**src/design/comparator_control_defines.svh**
```systemverilog
// Register offsets, field positions and reset values of the comparator control block
`ifndef COMPARATOR_CONTROL_DEFINES_SVH
`define COMPARATOR_CONTROL_DEFINES_SVH

// Printed offsets are not all multiples of four: they are word indices
`define IDX_CONV_CTRL_B     6'h03
`define IDX_CMP_CTRL        6'h08
`define IDX_DIG_IN_DIS      6'h14
`define IDX_CONV_CTRL_A     6'h20
`define IDX_CONV_CHANNEL    6'h21
`define IDX_IRQ_STATUS      6'h22
`define IDX_IRQ_MASK        6'h23
`define IDX_PIN_READ        6'h24

// Comparator control fields
`define CMP_POWER_OFF_BIT   7
`define CMP_BANDGAP_BIT     6
`define CMP_RESULT_BIT      5
`define CMP_FLAG_BIT        4
`define CMP_IRQ_EN_BIT      3
`define CMP_RESERVED_BIT    2
`define CMP_MODE_HI_BIT     1
`define CMP_MODE_LO_BIT     0
`define CMP_WR_MASK         8'hcb

// Converter control B fields
`define CCB_MUX_EN_BIT      6
`define CCB_WR_MASK         8'he7

// Converter control A enable and channel select low bits
`define CCA_ENABLE_BIT      7
`define CHAN_LOW_MSB        1

// Digital input disable fields
`define DID_WR_MASK         8'h3f
`define DID_POS_BIT         0
`define DID_NEG_BIT         1

`define RESET_BYTE          8'h00

`endif

```
**src/design/comparator_control_pkg.sv**
```systemverilog
// Types shared by the comparator control block
package comparator_control_pkg;

    typedef enum logic [1:0] {
        MODE_TOGGLE   = 2'b00,
        MODE_RESERVED = 2'b01,
        MODE_FALLING  = 2'b10,
        MODE_RISING   = 2'b11
    } event_mode_t;

    typedef enum logic [2:0] {
        NEG_PIN    = 3'b000,
        NEG_INPUT0 = 3'b100,
        NEG_INPUT1 = 3'b101,
        NEG_INPUT2 = 3'b110,
        NEG_INPUT3 = 3'b111
    } neg_source_t;

endpackage : comparator_control_pkg

```
**src/design/comparator_control_logic.sv**
```systemverilog
// APB-attached control, status and event logic around an analog comparator
//
// Chosen here: register access over APB.
`timescale 1ns/1ps
`include "comparator_control_defines.svh"

module comparator_control_logic (
    input  wire logic                              pclk,
    input  wire logic                              presetn,
    input  wire logic                              psel,
    input  wire logic                              penable,
    input  wire logic                              pwrite,
    input  wire logic [7:0]                        paddr,
    input  wire logic [31:0]                       pwdata,
    input  wire logic [3:0]                        pstrb,
    output logic      [31:0]                       prdata,
    output logic                                   pready,
    output logic                                   pslverr,
    input  wire logic                              comparator_raw,
    input  wire logic                              positive_pin_digital,
    input  wire logic                              negative_pin_digital,
    input  wire logic                              global_irq_enable,
    input  wire logic                              vector_taken,
    output logic                                   comparator_power_off,
    output logic                                   bandgap_select,
    output comparator_control_pkg::neg_source_t    negative_source,
    output logic                                   positive_pin_buffer_off,
    output logic                                   negative_pin_buffer_off,
    output logic                                   comparator_irq,
    output logic                                   irq
);
    import comparator_control_pkg::*;

    // ------------------------------------------------------------------
    // Registers
    // ------------------------------------------------------------------
    logic [7:0]  conv_ctrl_b_r,    conv_ctrl_b_nxt;
    logic [7:0]  cmp_ctrl_r,       cmp_ctrl_nxt;
    logic [7:0]  dig_in_dis_r,     dig_in_dis_nxt;
    logic [7:0]  conv_ctrl_a_r,    conv_ctrl_a_nxt;
    logic [7:0]  conv_channel_r,   conv_channel_nxt;
    logic [0:0]  irq_mask_r,       irq_mask_nxt;
    logic        sync1_r,          sync1_nxt;
    logic        sync2_r,          sync2_nxt;
    logic        prev_r,           prev_nxt;
    logic        flag_r,           flag_nxt;
    logic [31:0] prdata_r,         prdata_nxt;

    logic        wr_en;
    logic        rd_en;
    logic        mapped;
    logic        event_hit;
    logic [5:0]  word_idx;
    logic        cmp_irq_req;
    logic [7:0]  cmp_ctrl_view;

    function automatic logic [7:0] merge_byte(input logic [7:0] old_v,
                                              input logic [7:0] new_v,
                                              input logic [7:0] wmask,
                                              input logic       lane);
        merge_byte = lane ? ((old_v & ~wmask) | (new_v & wmask)) : old_v;
    endfunction : merge_byte

    function automatic logic is_mapped(input logic [5:0] idx);
        is_mapped = (idx == `IDX_CONV_CTRL_B) || (idx == `IDX_CMP_CTRL) ||
                    (idx == `IDX_DIG_IN_DIS) || (idx == `IDX_CONV_CTRL_A) ||
                    (idx == `IDX_CONV_CHANNEL) || (idx == `IDX_IRQ_STATUS) ||
                    (idx == `IDX_IRQ_MASK) || (idx == `IDX_PIN_READ);
    endfunction : is_mapped

    // ------------------------------------------------------------------
    // Bus decode
    // ------------------------------------------------------------------
    // Single-cycle access phase; slave always ready
    assign word_idx = paddr[7:2];
    assign mapped   = is_mapped(word_idx);
    assign wr_en    = psel && penable && pwrite && mapped;
    // Read data is captured in the setup cycle so it stands at the access edge
    assign rd_en    = psel && !penable && !pwrite;
    assign pready   = 1'b1;
    assign pslverr  = psel && penable && !mapped;
    assign prdata   = prdata_r;

    // ------------------------------------------------------------------
    // Synchronizer and edge detect
    // ------------------------------------------------------------------
    always_comb begin
        sync1_nxt = comparator_raw;
        sync2_nxt = sync1_r;
        prev_nxt  = sync2_r;
    end

    always_comb begin
        case (event_mode_t'(cmp_ctrl_r[`CMP_MODE_HI_BIT:`CMP_MODE_LO_BIT]))
            MODE_TOGGLE:  event_hit = sync2_r != prev_r;
            MODE_FALLING: event_hit = prev_r && !sync2_r;
            MODE_RISING:  event_hit = !prev_r && sync2_r;
            default:      event_hit = 1'b0;
        endcase
    end

    // ------------------------------------------------------------------
    // Register next state
    // ------------------------------------------------------------------
    always_comb begin
        conv_ctrl_b_nxt  = conv_ctrl_b_r;
        cmp_ctrl_nxt     = cmp_ctrl_r;
        dig_in_dis_nxt   = dig_in_dis_r;
        conv_ctrl_a_nxt  = conv_ctrl_a_r;
        conv_channel_nxt = conv_channel_r;
        irq_mask_nxt     = irq_mask_r;
        flag_nxt         = flag_r;
        if (wr_en) begin
            case (word_idx)
                `IDX_CONV_CTRL_B:  conv_ctrl_b_nxt = merge_byte(conv_ctrl_b_r, pwdata[7:0],
                                                         `CCB_WR_MASK, pstrb[0]);
                `IDX_CMP_CTRL:     cmp_ctrl_nxt = merge_byte(cmp_ctrl_r, pwdata[7:0],
                                                         `CMP_WR_MASK, pstrb[0]);
                `IDX_DIG_IN_DIS:   dig_in_dis_nxt = merge_byte(dig_in_dis_r, pwdata[7:0],
                                                         `DID_WR_MASK, pstrb[0]);
                `IDX_CONV_CTRL_A:  conv_ctrl_a_nxt = merge_byte(conv_ctrl_a_r, pwdata[7:0],
                                                         8'hff, pstrb[0]);
                `IDX_CONV_CHANNEL: conv_channel_nxt = merge_byte(conv_channel_r, pwdata[7:0],
                                                         8'hff, pstrb[0]);
                `IDX_IRQ_MASK:     irq_mask_nxt = pstrb[0] ? pwdata[0:0] : irq_mask_r;
                default:           ;
            endcase
        end
        // Write-one-to-clear from either alias; set wins over any clear
        if (wr_en && pstrb[0] && pwdata[`CMP_FLAG_BIT] && word_idx == `IDX_CMP_CTRL)
            flag_nxt = 1'b0;
        if (wr_en && pstrb[0] && pwdata[0] && word_idx == `IDX_IRQ_STATUS)
            flag_nxt = 1'b0;
        if (vector_taken)
            flag_nxt = 1'b0;
        if (event_hit)
            flag_nxt = 1'b1;
    end

    always_comb begin
        cmp_ctrl_view = cmp_ctrl_r;
        cmp_ctrl_view[`CMP_RESULT_BIT]   = sync2_r;
        cmp_ctrl_view[`CMP_FLAG_BIT]     = flag_r;
        cmp_ctrl_view[`CMP_RESERVED_BIT] = 1'b0;
    end

    always_comb begin
        prdata_nxt = 32'h0000_0000;
        if (rd_en) begin
            case (word_idx)
                `IDX_CONV_CTRL_B:  prdata_nxt = {24'h00_0000, conv_ctrl_b_r};
                `IDX_CMP_CTRL:     prdata_nxt = {24'h00_0000, cmp_ctrl_view};
                `IDX_DIG_IN_DIS:   prdata_nxt = {24'h00_0000, dig_in_dis_r};
                `IDX_CONV_CTRL_A:  prdata_nxt = {24'h00_0000, conv_ctrl_a_r};
                `IDX_CONV_CHANNEL: prdata_nxt = {24'h00_0000, conv_channel_r};
                `IDX_IRQ_STATUS:   prdata_nxt = {31'h0000_0000, flag_r};
                `IDX_IRQ_MASK:     prdata_nxt = {31'h0000_0000, irq_mask_r};
                `IDX_PIN_READ:     prdata_nxt = {30'h0000_0000,
                    negative_pin_digital && !dig_in_dis_r[`DID_NEG_BIT],
                    positive_pin_digital && !dig_in_dis_r[`DID_POS_BIT]};
                default:           prdata_nxt = 32'h0000_0000;
            endcase
        end else begin
            prdata_nxt = prdata_r;
        end
    end

    always_ff @(posedge pclk or negedge presetn) begin
        if (!presetn) begin
            conv_ctrl_b_r  <= `RESET_BYTE;
            cmp_ctrl_r     <= `RESET_BYTE;
            dig_in_dis_r   <= `RESET_BYTE;
            conv_ctrl_a_r  <= `RESET_BYTE;
            conv_channel_r <= `RESET_BYTE;
            irq_mask_r     <= 1'b0;
            sync1_r        <= 1'b0;
            sync2_r        <= 1'b0;
            prev_r         <= 1'b0;
            flag_r         <= 1'b0;
            prdata_r       <= 32'h0000_0000;
        end else begin
            conv_ctrl_b_r  <= conv_ctrl_b_nxt;
            cmp_ctrl_r     <= cmp_ctrl_nxt;
            dig_in_dis_r   <= dig_in_dis_nxt;
            conv_ctrl_a_r  <= conv_ctrl_a_nxt;
            conv_channel_r <= conv_channel_nxt;
            irq_mask_r     <= irq_mask_nxt;
            sync1_r        <= sync1_nxt;
            sync2_r        <= sync2_nxt;
            prev_r         <= prev_nxt;
            flag_r         <= flag_nxt;
            prdata_r       <= prdata_nxt;
        end
    end

    // ------------------------------------------------------------------
    // Analog steering and interrupt
    // ------------------------------------------------------------------
    always_comb begin
        if (conv_ctrl_b_r[`CCB_MUX_EN_BIT] && !conv_ctrl_a_r[`CCA_ENABLE_BIT])
            negative_source = neg_source_t'({1'b1, conv_channel_r[`CHAN_LOW_MSB:0]});
        else
            negative_source = NEG_PIN;
    end

    assign comparator_power_off    = cmp_ctrl_r[`CMP_POWER_OFF_BIT];
    assign bandgap_select          = cmp_ctrl_r[`CMP_BANDGAP_BIT];
    assign positive_pin_buffer_off = dig_in_dis_r[`DID_POS_BIT];
    assign negative_pin_buffer_off = dig_in_dis_r[`DID_NEG_BIT];
    // Mode or power changes can fake an edge; software masks the enable first
    assign cmp_irq_req    = flag_r && cmp_ctrl_r[`CMP_IRQ_EN_BIT];
    assign comparator_irq = cmp_irq_req && global_irq_enable;
    assign irq            = flag_r && irq_mask_r[0];
endmodule : comparator_control_logic

```
**config.mk**
```make
export PLATFORM = sky130hd
export DESIGN_NAME = comparator_control_logic
export DESIGN_NICKNAME = d
export VERILOG_FILES = /design/src/design/comparator_control_pkg.sv /design/src/design/comparator_control_logic.sv
export VERILOG_INCLUDE_DIRS = /design/src /design/src/design
export SDC_FILE = /design/constraint.sdc
export NUM_CORES = 1
export LEC_CHECK = 0
export BUFFER_PORTS_ARGS = -buffer_cell sky130_fd_sc_hd__buf_4
export CORE_MARGIN = 5
export CORE_UTILIZATION = 45
export CTS_BUF_LIST = sky130_fd_sc_hd__clkbuf_8
export DETAILED_ROUTE_END_ITERATION = 7
export GPL_TIMING_DRIVEN = 0
export PLACE_DENSITY = 0.74
export SETUP_SLACK_MARGIN = 0.15
export SYNTH_ARGS = -nofsm -noshare
export SYNTH_HDL_FRONTEND = slang
export SYNTH_SLANG_ARGS = --single-unit
```
**constraint.sdc**
```tcl
create_clock -name pclk -period 2.1 [get_ports pclk]
set_input_delay 0.21 -clock pclk [delete_from_list [all_inputs] [get_ports pclk]]
set_output_delay 0.21 -clock pclk [all_outputs]
set_load 0.01 [all_outputs]
```
==> flow_metrics.tcl <==
set metrics [dict create \
    initial_core_util_pct 46.09 \
    rows 27 \
    synth_top_cell_area_share_pct 45.63 \
    leakage_nw 1.586 \
    netlist_instances 217 \
    power_density_mw_per_mm2 583.3 \
    r2r-start "dig_in_dis_r[0]$_DFFE_PN0P_" \
    grt_max_degree 47 \
    setup_tns_ps 0 \
    wl_per_cell_um 15.98 \
    finalClockSkew_ps 3.379 \
    yosysWarnings 0 \
    areaGrowthSynthToFinish_pct 22.72 \
    ys_types 45 \
    critPathMaxFanout 10 \
    period_share_pct 86.00 \
    die_width_um 84.87 \
    grt_pass1_vias 1752 \
    fmax_ghz 0.5537 \
    rsz0062_at_grt "false" \
    io_pins 97 \
    post-route-drc-count 0 \
    h-tree-depth 2 \
    clock_path_buffers 2 \
    grt_antenna_before_repair 0 \
    synth_flop_cell "dfrtp_1" \
    cts.sinks 46 \
    met3_usage_pct 4.369 \
    stdcell_area_mm2 0.003095 \
    routed_wl_um 5751 \
    drt_iter0_drc 116 \
    crit_path_start_kind "primary input" \
    die_area_mm2 0.007203 \
    clk_pin_slew_ps 80 \
    synth_edf_count 0 \
    clock-root-buffer "clkbuf_8" \
    drive_above_1_share_pct 36.46 \
    grt_pass1_wl_um 9177 \
    yosysSeqAreaShare_pct 45.63 \
    die_y_um 84.87 \
    cap_violations 0 \
    finalSetupViolations 0 \
    period_minus_slack_ps 1806 \
    worstMarginPinSlew_ps 657.7 \
    post_dp_cell_area_mm2 0.002992 \
    synth.area.top_cells "dfrtp_1 46%, buf_4 8.0%, mux2_1 7.1%" \
    final_net_count 343 \
    numCtsBuffers 5 \
    diodes 0 \
    hold_path_depth 1 \
    cp.required_ps 1890 \
    async_flop_share_pct 100.0 \
    globalRouteTotalUtil_pct 16.50 \
    hpwl_um 4251 \
    cts_tree "built" \
    reg2regPathDepth 4 \
    arrival_ps 1600 \
    syn_area_mm2 0.002522 \
    reg2reg_slack_ps 720 \
    min_to "sync1_r$_DFF_PN0_" \
    hold_path_startpoint "comparator_raw" \
    vias_per_cell 5.069 \
    nFillCells 504 \
    place_congestion 0.8217 \
    power_mw 1.806 \
    slew-limit-headroom_pct 55.83 \
    outcome "complete, no violations" \
    synth-seq-cells 46 \
    busiest_layer "met2" \
    drv_slew 0 \
    use_met2_pct 26.33 \
    grt_use_met1_pct 21.38 \
    postRouteAntennaNets 0 \
    hold_viol 0 \
    dr.pass1.iters 4 \
    path_class "in2out" \
    hold_class "in2reg" \
    place.port_buffers 39 \
    core_area_mm2 0.005473 \
    insertion_delay_ps 300 \
    r2r_end "prdata[0]$_DFFE_PN0P_" \
    end_kind "output pin" \
    grt_overflow_total 0 \
    synth_area_leader_cell "dfrtp_1" \
    vdd_ir_drop_max_uv 317.4 \
    avgSynthCellArea_um2 11.62 \
    via_count 1825 \
]
## logic make-up (layout without fill, tap and decap cells)
family | Yosys count | in the layout | share of synthesized area, %
compound gates | 33 | 33 | 8.482
flops | 46 | 46 | 45.63
other cells | 2 | 25 | 0.2977
simple gates | 61 | 61 | 16.37
mux | 34 | 34 | 17.26
buf+inv | 39 | 87 | 10.96
fa+ha+maj | 2 | 2 | 0.9919
## sequential cells by signal (all words and copies together) (netlist names)
name            count
prev_nxt            1
irq_mask_r          1
cmp_ctrl_r          5
conv_ctrl_b_r       6
conv_channel_r      8
prev_r              1
sync1_r             1
conv_ctrl_a_r       8
dig_in_dis_r        6
prdata              8
flag_r              1
## cell usage after synthesis (4+ instances only)
| cell | number |
|---|---|
| mux2_2 | 7 |
| and2_1 | 7 |
| nand2_1 | 8 |
| nor4_1 | 5 |
| inv_1 | 4 |
| mux2_1 | 16 |
| nor2_1 | 10 |
| nand3b_1 | 4 |
| dfrtp_1 | 46 |
| buf_2 | 4 |
| mux2_4 | 10 |
| and3_1 | 6 |
| buf_4 | 27 |
| a21oi_1 | 15 |
## layout by cell type, fill, tap and decap left out, types with 4 or more instances in the layout
| cell | n |
|---|---|
| buf_4 | 66 |
| dfrtp_1 | 46 |
| conb_1 | 25 |
| mux2_1 | 16 |
| a21oi_1 | 15 |
| nor2_1 | 10 |
| mux2_4 | 10 |
| nand2_1 | 8 |
| and2_1 | 7 |
| mux2_2 | 7 |
| and3_1 | 6 |
| clkbuf_8 | 6 |
| inv_1 | 5 |
| nor4_1 | 5 |
| buf_2 | 4 |
| nand3b_1 | 4 |
## layout make-up
cell class              instances  area [um2]  share of cell area (%)
multi-input cells             155        1182                   38.20
flip-flops and latches         46        1151                   37.19
repair buffers                 40       302.8                   9.782
plain buffers                  35       262.8                   8.488
well taps                      72       90.09                   2.910
clock buffers                   6       82.58                   2.668
inverters                       4       15.01                  0.4850
clock inverters                 2       8.758                  0.2829
## through the flow
stage | std cells | setup slack [ps] | utilization (%) | hold slack, ps
floorplan | 240 | 264.2 | - | -85.59
global placement | 351 | 22.77 | 54.66 | 241.8
detailed placement | 351 | 14.78 | 54.66 | 249.7
CTS | 360 | 292.3 | 56.54 | 10.27
global route | 360 | 186.2 | 56.56 | 0.7188
finish | 360 | 294.1 | 56.56 | 10.93
## critical path: stages
cell and delay (ps):
buf_4 100, clkbuf_2 220, nor3_1 90, and3_1 160, buf_2 190, nor4_1 430, buf_4 200
## timing repair
item                       CTS  global route
gates resized for setup      1             1
setup endpoints to repair    1             1
buffers inserted             0             0
hold endpoints to repair    46             0
hold buffers                 1             0
## routing by layer
layer  up-vias  part of all wire (%)
met5         -                     0
met4         0                   1.7
met3         6                   7.8
met2        52                    49
met1       893                    41
li1        874                     -
## how the worst max path moves through the flow
stage	start	to	depth (start not counted)
global route	paddr[7]	pslverr	7
finish	paddr[7]	pslverr	7
global placement	paddr[5]	conv_channel_r[1]$_DFFE_PN0P_	6
CTS	paddr[7]	pslverr	7
floorplan	paddr[5]	dig_in_dis_r[0]$_DFFE_PN0P_	6
detailed placement	paddr[5]	conv_channel_r[5]$_DFFE_PN0P_	6
## where the power goes
part,total (mW),internal (mW),leakage (nW),switching (mW)
logic,0.292,0.146,0.927,0.147
clock network,0.556,0.261,0.0524,0.295
registers,0.958,0.930,0.607,0.0279
total,1.81,1.34,1.59,0.469
No activity file was read; power rests on OpenSTA's default activity.
